===== src/verilog/vca_pkg.sv =====
package vca_pkg;

  // ------------------------------------------------------------------
  // Register map (byte addresses, one aligned 32-bit word each)
  // ------------------------------------------------------------------
  localparam logic [7:0] ADDR_ID        = 8'h00;
  localparam logic [7:0] ADDR_STATUS    = 8'h04;
  localparam logic [7:0] ADDR_FRAME_CNT = 8'h08;
  localparam logic [7:0] ADDR_LINK_BASE = 8'h10;
  localparam int         LINK_STRIDE_LG = 2;

  // Identity word, value is arbitrary
  localparam logic [31:0] BLOCK_ID      = 32'h0000_5a01;

  // ------------------------------------------------------------------
  // Link configuration word fields
  // ------------------------------------------------------------------
  localparam int SCHEME_LSB = 0;
  localparam int SCHEME_W   = 2;
  localparam int COUNT_LSB  = 16;
  localparam int COUNT_W    = 9;
  localparam int CFG_W      = SCHEME_W + COUNT_W;

  typedef enum logic [SCHEME_W-1:0] {
    VCA_SCHEME_SIMPLE   = 2'h0,
    VCA_SCHEME_FIXED    = 2'h1,
    VCA_SCHEME_VARIABLE = 2'h2,
    VCA_SCHEME_UNUSED   = 2'h3
  } vca_scheme_type;

  // Reset configuration: simple scheme on two channels
  localparam logic [COUNT_W-1:0]  CFG_RST_COUNT  = 9'h002;
  localparam logic [SCHEME_W-1:0] CFG_RST_SCHEME = 2'h0;

  // ------------------------------------------------------------------
  // Channel numbers and accepted channel counts
  // ------------------------------------------------------------------
  localparam int          VC_W       = 8;
  localparam logic [7:0]  VC_CTRL    = 8'h00;
  localparam logic [7:0]  VC_DATA    = 8'h01;
  localparam logic [7:0]  VC_FIX_LOW = 8'h02;
  localparam logic [7:0]  VC_FULL    = 8'hff;
  localparam logic [8:0]  CNT_ONE    = 9'h001;
  localparam logic [8:0]  CNT_SIMPLE = 9'h002;

  localparam logic [8:0]  FIX_N0 = 9'h008;
  localparam logic [8:0]  FIX_N1 = 9'h00c;
  localparam logic [8:0]  FIX_N2 = 9'h014;
  localparam logic [8:0]  FIX_N3 = 9'h024;
  localparam logic [8:0]  FIX_N4 = 9'h044;
  localparam logic [8:0]  FIX_N5 = 9'h084;

  localparam logic [8:0]  VAR_N0 = 9'h004;
  localparam logic [8:0]  VAR_N1 = 9'h008;
  localparam logic [8:0]  VAR_N2 = 9'h010;
  localparam logic [8:0]  VAR_N3 = 9'h020;
  localparam logic [8:0]  VAR_N4 = 9'h040;
  localparam logic [8:0]  VAR_N5 = 9'h080;
  localparam logic [8:0]  VAR_N6 = 9'h100;

  // Destination field: starts at bit 8, width 2..8 bits
  localparam int          DID_W     = 24;
  localparam int          DID_FIELD = 8;
  localparam logic [3:0]  FW_NONE   = 4'h0;
  localparam logic [3:0]  FW_2      = 4'h2;
  localparam logic [3:0]  FW_3      = 4'h3;
  localparam logic [3:0]  FW_4      = 4'h4;
  localparam logic [3:0]  FW_5      = 4'h5;
  localparam logic [3:0]  FW_6      = 4'h6;
  localparam logic [3:0]  FW_7      = 4'h7;
  localparam logic [3:0]  FW_8      = 4'h8;

endpackage


===== src/verilog/vca_assigner.sv =====
// Our own choices: the address map and the Avalon-MM interface to the registers.
`timescale 1ns/1ps
// Notes on behaviour
// - Channel chosen from the link's agreed scheme and channel count.
// - Scheme and count are held separately for every link.
// - Simple scheme puts fabric-control frames on channel 0.
// - Simple scheme puts every other frame on channel 1.
// - Fixed scheme puts fabric-control frames on channel 0.
// - Fixed scheme puts non-control broadcast frames on channel count minus one.
// - Fixed scheme never uses channel 1 nor channel count minus two.
// - Fixed scheme routes other frames to channels 2 to count minus three.
// - Fixed counts 8..132 select destination bits 9:8 up to 14:8.
// - Fixed scheme is supported for eight or more channels.
// - Variable scheme routes control and broadcast frames by destination too.
// - Variable scheme sends control and broadcast frames first on a channel.
// - Variable counts 4..256 select destination bits 9:8 up to 15:8.
// - Variable scheme is supported for four or more channels.

// --------------------------------------------------------------------
// Synchronous FIFO
// --------------------------------------------------------------------
module vca_fifo #(
  parameter int WIDTH = 34,
  parameter int DEPTH = 8
) (
  input  wire logic             clk_in,
  input  wire logic             sys_rst_in,
  input  wire logic             wr_valid_in,
  output logic                  wr_ready_out,
  input  wire logic [WIDTH-1:0] wr_data_in,
  output logic                  rd_valid_out,
  input  wire logic             rd_ready_in,
  output logic [WIDTH-1:0]      rd_data_out
);
  localparam int AW = $clog2(DEPTH);

  typedef struct packed {
    logic [DEPTH-1:0][WIDTH-1:0] mem;
    logic [AW-1:0]               wptr;
    logic [AW-1:0]               rptr;
    logic [AW:0]                 cnt;
  } vca_fifo_state_type;

  vca_fifo_state_type st_reg;
  vca_fifo_state_type st_next;
  logic               do_wr;
  logic               do_rd;

  // Flags come from the count, so full and empty never lie
  assign wr_ready_out = (st_reg.cnt != (AW+1)'(DEPTH));
  assign rd_valid_out = (st_reg.cnt != '0);
  assign rd_data_out  = st_reg.mem[st_reg.rptr];
  assign do_wr        = wr_valid_in && wr_ready_out;
  assign do_rd        = rd_valid_out && rd_ready_in;

  // Pointer and count update
  always_comb begin
    st_next = st_reg;
    if (do_wr) begin
      st_next.mem[st_reg.wptr] = wr_data_in;
      st_next.wptr = (st_reg.wptr == AW'(DEPTH-1)) ? '0 : st_reg.wptr + AW'(1);
    end
    if (do_rd) begin
      st_next.rptr = (st_reg.rptr == AW'(DEPTH-1)) ? '0 : st_reg.rptr + AW'(1);
    end
    if (do_wr && !do_rd) begin
      st_next.cnt = st_reg.cnt + (AW+1)'(1);
    end else if (do_rd && !do_wr) begin
      st_next.cnt = st_reg.cnt - (AW+1)'(1);
    end
  end

  // State register
  always_ff @(posedge clk_in) begin
    if (sys_rst_in) begin
      st_reg <= '0;
    end else begin
      st_reg <= st_next;
    end
  end
endmodule

// --------------------------------------------------------------------
// Virtual channel assigner top
// --------------------------------------------------------------------
module vca_assigner #(
  parameter int NUM_LINKS  = 4,
  parameter int LINK_W     = 2,
  parameter int FIFO_DEPTH = 8
) (
  input  wire logic                     clk_in,
  input  wire logic                     sys_rst_in,
  // Avalon-MM slave
  input  wire logic [7:0]               avs_address_in,
  input  wire logic                     avs_read_in,
  input  wire logic                     avs_write_in,
  input  wire logic [31:0]              avs_writedata_in,
  output logic [31:0]                   avs_readdata_out,
  output logic                          avs_waitrequest_out,
  // Frames to classify
  input  wire logic                     frm_valid_in,
  output logic                          frm_ready_out,
  input  wire logic [LINK_W-1:0]        frm_link_in,
  input  wire logic [vca_pkg::DID_W-1:0] frm_did_in,
  input  wire logic                     frm_ctrl_class_in,
  input  wire logic                     frm_bcast_in,
  // Classified frames
  output logic                          out_valid_out,
  input  wire logic                     out_ready_in,
  output logic [LINK_W-1:0]             out_link_out,
  output logic [vca_pkg::DID_W-1:0]     out_did_out,
  output logic [vca_pkg::VC_W-1:0]      out_vc_out,
  output logic                          out_urgent_out,
  output logic                          out_cfg_err_out,
  output logic [NUM_LINKS-1:0]          cfg_err_out
);
  localparam int ENT_W = LINK_W + vca_pkg::DID_W + vca_pkg::VC_W + 2;

  typedef struct packed {
    logic                                    ack;
    logic [31:0]                             rdata;
    logic [NUM_LINKS-1:0][vca_pkg::CFG_W-1:0] cfg;
    logic [NUM_LINKS-1:0]                    cfg_err;
    logic [31:0]                             frame_cnt;
    logic                                    stg_full;
    logic                                    stg_urgent;
    logic [ENT_W-1:0]                        stg_ent;
    logic                                    out_valid;
    logic                                    out_urgent;
    logic [ENT_W-1:0]                        out_ent;
  } vca_state_type;

  vca_state_type     st_reg;
  vca_state_type     st_next;
  logic              norm_wr_ready;
  logic              prio_wr_ready;
  logic              norm_rd_valid;
  logic              prio_rd_valid;
  logic              norm_rd_ready;
  logic              prio_rd_ready;
  logic [ENT_W-1:0]  norm_rd_data;
  logic [ENT_W-1:0]  prio_rd_data;
  logic              stg_push;
  logic              out_load;

  // ------------------------------------------------------------------
  // Field width of the destination slice for a scheme and count
  // ------------------------------------------------------------------
  function automatic logic [3:0] field_width(input logic [1:0] scheme,
                                             input logic [8:0] count);
    logic [3:0] w;
    w = vca_pkg::FW_NONE;
    if (scheme == vca_pkg::VCA_SCHEME_FIXED) begin
      // Only eight or more channels are listed here
      unique case (count)
        vca_pkg::FIX_N0: w = vca_pkg::FW_2;
        vca_pkg::FIX_N1: w = vca_pkg::FW_3;
        vca_pkg::FIX_N2: w = vca_pkg::FW_4;
        vca_pkg::FIX_N3: w = vca_pkg::FW_5;
        vca_pkg::FIX_N4: w = vca_pkg::FW_6;
        vca_pkg::FIX_N5: w = vca_pkg::FW_7;
        default:         w = vca_pkg::FW_NONE;
      endcase
    end else if (scheme == vca_pkg::VCA_SCHEME_VARIABLE) begin
      unique case (count)
        vca_pkg::VAR_N0: w = vca_pkg::FW_2;
        vca_pkg::VAR_N1: w = vca_pkg::FW_3;
        vca_pkg::VAR_N2: w = vca_pkg::FW_4;
        vca_pkg::VAR_N3: w = vca_pkg::FW_5;
        vca_pkg::VAR_N4: w = vca_pkg::FW_6;
        vca_pkg::VAR_N5: w = vca_pkg::FW_7;
        vca_pkg::VAR_N6: w = vca_pkg::FW_8;
        default:         w = vca_pkg::FW_NONE;
      endcase
    end
    return w;
  endfunction

  // ------------------------------------------------------------------
  // Configuration check: simple takes two channels only
  // ------------------------------------------------------------------
  function automatic logic cfg_bad(input logic [vca_pkg::CFG_W-1:0] cfg);
    logic [1:0] scheme;
    logic [8:0] count;
    logic       bad;
    scheme = cfg[vca_pkg::SCHEME_W-1:0];
    count  = cfg[vca_pkg::CFG_W-1:vca_pkg::SCHEME_W];
    if (scheme == vca_pkg::VCA_SCHEME_SIMPLE) begin
      bad = (count != vca_pkg::CNT_SIMPLE);
    end else begin
      bad = (field_width(scheme, count) == vca_pkg::FW_NONE);
    end
    return bad;
  endfunction

  // ------------------------------------------------------------------
  // Channel choice for one frame, returns {error, urgent, channel}
  // ------------------------------------------------------------------
  function automatic logic [9:0] pick_vc(input logic [vca_pkg::CFG_W-1:0] cfg,
                                         input logic [23:0] did,
                                         input logic        ctrl,
                                         input logic        bcast);
    logic [1:0] scheme;
    logic [8:0] count;
    logic [3:0] w;
    logic [7:0] mask;
    logic [7:0] field;
    logic [7:0] vc;
    logic       err;
    logic       urgent;
    scheme = cfg[vca_pkg::SCHEME_W-1:0];
    count  = cfg[vca_pkg::CFG_W-1:vca_pkg::SCHEME_W];
    w      = field_width(scheme, count);
    mask   = vca_pkg::VC_FULL >> (4'h8 - w);
    field  = did[vca_pkg::DID_FIELD +: 8] & mask;
    err    = cfg_bad(cfg);
    urgent = 1'b0;
    vc     = vca_pkg::VC_CTRL;
    if (err) begin
      vc = vca_pkg::VC_CTRL;
    end else begin
      unique case (scheme)
        vca_pkg::VCA_SCHEME_SIMPLE: begin
          vc = ctrl ? vca_pkg::VC_CTRL : vca_pkg::VC_DATA;
        end
        vca_pkg::VCA_SCHEME_FIXED: begin
          if (ctrl) begin
            vc = vca_pkg::VC_CTRL;
          end else if (bcast) begin
            vc = 8'(count - vca_pkg::CNT_ONE);
          end else begin
            // Field max is count minus five, so 1 and n-2 stay unused
            vc = vca_pkg::VC_FIX_LOW + field;
          end
        end
        vca_pkg::VCA_SCHEME_VARIABLE: begin
          vc     = field;
          urgent = ctrl || bcast;
        end
        default: begin
          vc = vca_pkg::VC_CTRL;
        end
      endcase
    end
    return {err, urgent, vc};
  endfunction

  // ------------------------------------------------------------------
  // Priority and normal queues
  // ------------------------------------------------------------------
  vca_fifo #(
    .WIDTH (ENT_W),
    .DEPTH (FIFO_DEPTH)
  ) u_norm_fifo (
    .clk_in       (clk_in),
    .sys_rst_in   (sys_rst_in),
    .wr_valid_in  (st_reg.stg_full && !st_reg.stg_urgent),
    .wr_ready_out (norm_wr_ready),
    .wr_data_in   (st_reg.stg_ent),
    .rd_valid_out (norm_rd_valid),
    .rd_ready_in  (norm_rd_ready),
    .rd_data_out  (norm_rd_data)
  );

  vca_fifo #(
    .WIDTH (ENT_W),
    .DEPTH (FIFO_DEPTH)
  ) u_prio_fifo (
    .clk_in       (clk_in),
    .sys_rst_in   (sys_rst_in),
    .wr_valid_in  (st_reg.stg_full && st_reg.stg_urgent),
    .wr_ready_out (prio_wr_ready),
    .wr_data_in   (st_reg.stg_ent),
    .rd_valid_out (prio_rd_valid),
    .rd_ready_in  (prio_rd_ready),
    .rd_data_out  (prio_rd_data)
  );

  // Stage drains into its queue; output slot prefers the urgent queue
  assign stg_push      = st_reg.stg_full &&
                         (st_reg.stg_urgent ? prio_wr_ready : norm_wr_ready);
  assign out_load      = !st_reg.out_valid || out_ready_in;
  assign prio_rd_ready = out_load;
  assign norm_rd_ready = out_load && !prio_rd_valid;

  // ------------------------------------------------------------------
  // Next-state logic
  // ------------------------------------------------------------------
  always_comb begin
    logic [9:0]                   pick;
    logic [vca_pkg::CFG_W-1:0]    sel_cfg;
    logic [7:0]                   idx;
    logic                         in_link;
    st_next = st_reg;
    pick    = '0;
    sel_cfg = st_reg.cfg[frm_link_in];
    idx     = (avs_address_in - vca_pkg::ADDR_LINK_BASE) >> vca_pkg::LINK_STRIDE_LG;
    in_link = (avs_address_in >= vca_pkg::ADDR_LINK_BASE) &&
              (idx < 8'(NUM_LINKS)) && (avs_address_in[1:0] == 2'b00);

    // Bus: one wait cycle, answer held while waitrequest is low
    st_next.ack = (avs_read_in || avs_write_in) && !st_reg.ack;
    if (avs_read_in && !st_reg.ack) begin
      st_next.rdata = '0;
      if (avs_address_in == vca_pkg::ADDR_ID) begin
        st_next.rdata = vca_pkg::BLOCK_ID;
      end else if (avs_address_in == vca_pkg::ADDR_STATUS) begin
        st_next.rdata[NUM_LINKS-1:0] = st_reg.cfg_err;
      end else if (avs_address_in == vca_pkg::ADDR_FRAME_CNT) begin
        st_next.rdata = st_reg.frame_cnt;
      end else if (in_link) begin
        st_next.rdata[vca_pkg::SCHEME_LSB +: vca_pkg::SCHEME_W] =
          st_reg.cfg[idx[LINK_W-1:0]][vca_pkg::SCHEME_W-1:0];
        st_next.rdata[vca_pkg::COUNT_LSB +: vca_pkg::COUNT_W] =
          st_reg.cfg[idx[LINK_W-1:0]][vca_pkg::CFG_W-1:vca_pkg::SCHEME_W];
      end
    end
    // Write lands on the edge where waitrequest is seen low
    if (avs_write_in && st_reg.ack && in_link) begin
      st_next.cfg[idx[LINK_W-1:0]] = {
        avs_writedata_in[vca_pkg::COUNT_LSB +: vca_pkg::COUNT_W],
        avs_writedata_in[vca_pkg::SCHEME_LSB +: vca_pkg::SCHEME_W]};
    end
    // Error flags track the stored configuration
    for (int i = 0; i < NUM_LINKS; i++) begin
      st_next.cfg_err[i] = cfg_bad(st_next.cfg[i]);
    end

    // Input stage: one entry; ready is a flop, so rate is one per two cycles
    if (stg_push) begin
      st_next.stg_full = 1'b0;
    end
    if (frm_valid_in && !st_reg.stg_full) begin
      pick = pick_vc(sel_cfg, frm_did_in, frm_ctrl_class_in, frm_bcast_in);
      st_next.stg_full   = 1'b1;
      st_next.stg_urgent = pick[8];
      st_next.stg_ent    = {frm_link_in, frm_did_in, pick[7:0], pick[8], pick[9]};
      st_next.frame_cnt  = st_reg.frame_cnt + 32'h0000_0001;
    end

    // Output slot
    if (out_load) begin
      st_next.out_valid = prio_rd_valid || norm_rd_valid;
      if (prio_rd_valid) begin
        st_next.out_ent    = prio_rd_data;
        st_next.out_urgent = 1'b1;
      end else if (norm_rd_valid) begin
        st_next.out_ent    = norm_rd_data;
        st_next.out_urgent = 1'b0;
      end
    end
  end

  // ------------------------------------------------------------------
  // State register
  // ------------------------------------------------------------------
  always_ff @(posedge clk_in) begin
    if (sys_rst_in) begin
      st_reg       <= '0;
      for (int i = 0; i < NUM_LINKS; i++) begin
        st_reg.cfg[i] <= {vca_pkg::CFG_RST_COUNT, vca_pkg::CFG_RST_SCHEME};
      end
    end else begin
      st_reg <= st_next;
    end
  end

  // ------------------------------------------------------------------
  // Outputs, all from the state register
  // ------------------------------------------------------------------
  assign avs_readdata_out    = st_reg.rdata;
  assign avs_waitrequest_out = !st_reg.ack;
  assign frm_ready_out       = !st_reg.stg_full;
  assign out_valid_out       = st_reg.out_valid;
  assign out_link_out        = st_reg.out_ent[ENT_W-1 -: LINK_W];
  assign out_did_out         = st_reg.out_ent[ENT_W-LINK_W-1 -: vca_pkg::DID_W];
  assign out_vc_out          = st_reg.out_ent[2 +: vca_pkg::VC_W];
  assign out_urgent_out      = st_reg.out_urgent;
  assign out_cfg_err_out     = st_reg.out_ent[0];
  assign cfg_err_out         = st_reg.cfg_err;
endmodule


===== config.mk =====
export PLATFORM = sky130hd
export DESIGN_NAME = vca_assigner
export DESIGN_NICKNAME = d
export VERILOG_FILES = /design/src/verilog/vca_pkg.sv /design/src/verilog/vca_assigner.sv
export SDC_FILE = /design/constraint.sdc
export NUM_CORES = 2
export LEC_CHECK = 0
export BUFFER_PORTS_ARGS = -buffer_cell sky130_fd_sc_hd__buf_2
export CELL_PAD_IN_SITES_DETAIL_PLACEMENT = 1
export CELL_PAD_IN_SITES_GLOBAL_PLACEMENT = 2
export CORE_MARGIN = 2
export CORE_UTILIZATION = 41
export CTS_CLUSTER_DIAMETER = 200
export CTS_CLUSTER_SIZE = 20
export DETAILED_ROUTE_END_ITERATION = 12
export PLACE_DENSITY_LB_ADDON = 0.1
export SETUP_SLACK_MARGIN = 0.3
export SKIP_LAST_GASP = 1
export SLEW_MARGIN = 0
export SYNTH_ARGS = -nofsm -noshare
export SYNTH_HDL_FRONTEND = slang
export SYNTH_SLANG_ARGS = --single-unit

===== constraint.sdc =====
create_clock -name clk_in -period 9.5 [get_ports clk_in]
set_input_delay 1.425 -clock clk_in [delete_from_list [all_inputs] [get_ports clk_in]]
set_output_delay 1.425 -clock clk_in [all_outputs]
set_load 0.05 [all_outputs]

==> metrics.md <==
| Metric | Value |
|---|---|
| Final-layout fill cell count | 9878 |
| Yosys cell types | 82 |
| DR iter-0 viols | 2059 |
| Clock power frac | 27.9% |
| Clk slew on worst S/H paths | 0.09 ns |
| Drt wl/cell | 23.5 um |
| Bufs on Longest Clock Path | 3 |
| I/O Buffers | 127 |
| Htree depth | 2 |
| Reg-to-Reg End | st_reg[47] |
| Horiz. Die Dim | 295 um |
| Hold Path Cell Cnt | 2 |
| # setup viols final | 0 |
| Die height | 295 um |
| CP arrival | 5.97 ns |
| Hold WC Path Type | reg2reg |
| Vias | 28.8k |
| Maxcap violations | 0 |
| Final Power | 7.22 mW |
| Sequential share of the synthesized area | 44.4% |
| Vias in the first global route | 28.9k |
| Setup CP Type | in2reg |
| Standard-cell row count | 106 |
| Launch point of the worst hold path | avs_readdata_out[15] |
| Cells after Synth | 4153 |
| Synth Warn # | 0 |
| Worst vdd ir | 336 uV |
| Total GRT Usage | 27.1% |
| Post_cts resized | 0 |
| First-pass GRT wire length | 180000 um |
| R2r worst-path depth | 19 |
| Synth Flop Type | dfxtp_1 |
| Synth-to-Final Area Change | 5.38% |
| Synth top area cells | dfxtp_1, nand2_1, a21oi_1 |
| Pwr Density | 198 nW/um2 |
| Post-synthesis net count | 4251 |
| CTS tree | done |
| Lkg Pwr | 11.8 nW |
| Detail Route Antenna Nets | 0 |
| Largest net degree at the start of global routing | 199 |
| Avg Inst Size Synth | 8.33 um2 |
| Worst endpoint required time | 10.03 ns |
| Num ports | 149 |
| Post-Syn Area | 34600 um2 |
| Ratio of final minimum period to clock period | 57.3% |
| Sw Ratio | 35.1% |
| Fmax | 184 MHz |
| Pin slew with the least headroom to its limit | 1.21 ns |
| Status | completed |
| Clock root cell | clkbuf_16 |
| Critical Path Sink Type | flip-flop |
| Antenna violations before repair | 2 |
| Clock Skews | 0.0394 ns |
| Setup bufs post-CTS | 0 |
| CTS Sinks | 767 |
| Final net count | 4036 |
| Top post-synthesis cells by count | nand2_1, dfxtp_1, a21oi_1, clkbuf_1, mux4_2 |
| Psw | 2.54 mW |
| Seq pwr share | 49.1% |
| Placer Congestion | 0.815 |
| Worst-skew pair later-pin latency | 0.62 ns |
| Critical Path Source Type | input port |
| Synth area leader | dfxtp_1 |
| CP Max Fanout | 12 |
| Fin crit period | 5.44 ns |
| Post-DR vias/cell | 5.73 |
| Post-DP HPWL | 69400 um |
| Post-synth EDFFs | 0 |
| # DRC | 0 |
| Total gr overflow | 0 |
| Setup TNS | 0 ns |
| Hold_buf cts | 0 |
| Final Max Slew Viols | 0 |
| Most frequent cell after synthesis | nand2_1 |
| Comb pwr share | 23.0% |
| Worst slew margin | 19.2% |
| Ant. Diodes | 0 |
| DRT Pass-1 Iters | 5 |
| Final Hold Viols | 0 |
| RR Startpoint | st_reg[145] |
| Layout cells sized above 1 | 11.6% |
| R2R setup slack | 4.85 ns |
| Core area | 83600 um2 |
| Asr flop ratio synth | 0% |
| Internal power | 4.68 mW |
| Number of synthesized register bits | 767 |
| RSZ-0062 raised after global routing | false |
| CTS Buf Count | 44 |
| Yosys top cell area share | 44.4% |
| WL final | 118000 um |
| Worst Hold Path EP | avs_readdata_out[15] |
| Initial Util | 41.4% |
| Die area | 86700 um2 |
==> power groups by stage <==
stage	clock network (mW)	registers, mW	logic (mW)
CTS	2.07	3.55	1.67
global route	2.17	3.57	1.78
finish	2.01	3.55	1.66
floorplan	0	3.46	1.29
global placement	0	3.62	1.65
detailed placement	0	3.63	1.66
==> cells by family (layout without fill, tap and decap cells) <==
| group | count (synthesis) | in the layout | synth area share (%) |
|---|---|---|---|
| adders and majority gates | 25 | 25 | 0.940 |
| muxes | 228 | 228 | 12.6 |
| buffers and inverters | 464 | 255 | 5.85 |
| xor gates and xnor gates | 46 | 46 | 1.16 |
| and+or+nand+nor | 1705 | 1705 | 20.5 |
| AOI/OAI and AO/OA | 918 | 918 | 14.6 |
| DFF | 767 | 767 | 44.4 |
==> placed cells by master, fill, tap and decap left out, types with 5 or more instances in the layout <==
master	instances
mux4_2	157
ha_1	22
buf_4	48
clkbuf_16	46
nor2_1	146
a22oi_1	15
or2_2	7
a21oi_1	717
xor2_1	29
nand3_1	41
nand3b_1	13
nand2b_1	13
mux4_1	5
nor2b_1	47
o211ai_1	9
buf_2	126
or3_1	18
a311oi_1	6
nand2_1	1301
dfxtp_4	5
and3_1	12
mux2_2	12
nor3_1	24
a21o_1	5
xnor2_1	17
nand4_1	10
nor3b_1	5
nor4_1	6
a31oi_1	9
a211oi_1	80
o21ai_0	42
dfxtp_1	761
and2_1	6
mux2i_1	54
inv_1	22
nor3_2	7
==> critical path, cell delays in order <==
cell and delay, ns:
buf_2 0.31, mux4_1 0.78, nor2b_1 0.34, a22oi_1 0.34, nor2_1 0.09, a31oi_1 0.31, ha_1 0.24, inv_1 0.06
and3_1 0.20, o311ai_0 0.61, inv_1 0.11, ha_1 0.24, nand3_1 0.12, nor3b_1 0.07, xor2_1 0.14, nor3_1 0.13
a31oi_1 0.06, o32ai_1 0.16, nand2_1 0.08, a21oi_1 0.14
==> worst max-delay path by stage <==
| stage | cells past startpoint | from | end |
|---|---|---|---|
| after floorplan | 19 | frm_link_in[0] | st_reg[43] |
| after global placement | 20 | frm_link_in[0] | st_reg[47] |
| after detailed placement | 20 | frm_link_in[0] | st_reg[47] |
| after CTS | 20 | frm_link_in[0] | st_reg[47] |
| after global routing | 20 | frm_link_in[0] | st_reg[47] |
| final | 20 | frm_link_in[0] | st_reg[47] |
==> per-stage QoR <==
| stage | area [um2] | setup WS (ns) | instances | utilization [%] | hold slack, ns |
|---|---|---|---|---|---|
| after floorplan | 34600 | 4.41 | 4153 | - | 0.432 |
| after global placement | 35300 | 3.43 | 4972 | 42.2 | 0.437 |
| after detailed placement | 35300 | 3.40 | 4972 | 42.2 | 0.443 |
| after CTS | 36500 | 4.04 | 5024 | 43.6 | 0.455 |
| after global routing | 36500 | 3.66 | 5024 | 43.6 | 0.472 |
| final | 36500 | 4.06 | 5024 | 43.6 | 0.454 |
==> per-layer routing <==
metal / track usage, % / vias to the layer above / wire, um
li1: - / 13600 / -
met1: 39.0 / 14600 / 56300
met2: 44.4 / 492 / 55400
met3: 2.84 / 107 / 4740
met4: 4.62 / 4 / 1690
met5: 0 / - / 30
==> area by class of cell <==
class                           instances  area [um2]  area share, %
Clock buffer                           50        1170           3.20
Clock inverter                          2        32.5         0.0892
Inverter                               25        93.8          0.257
Multi-Input combinational cell       2922       17400           47.7
Sequential cell                       767       15400           42.2
Tap cell                             1080        1350           3.71
Timing Repair Buffer                  178        1070           2.92
(Power assumes the default switching activity.)
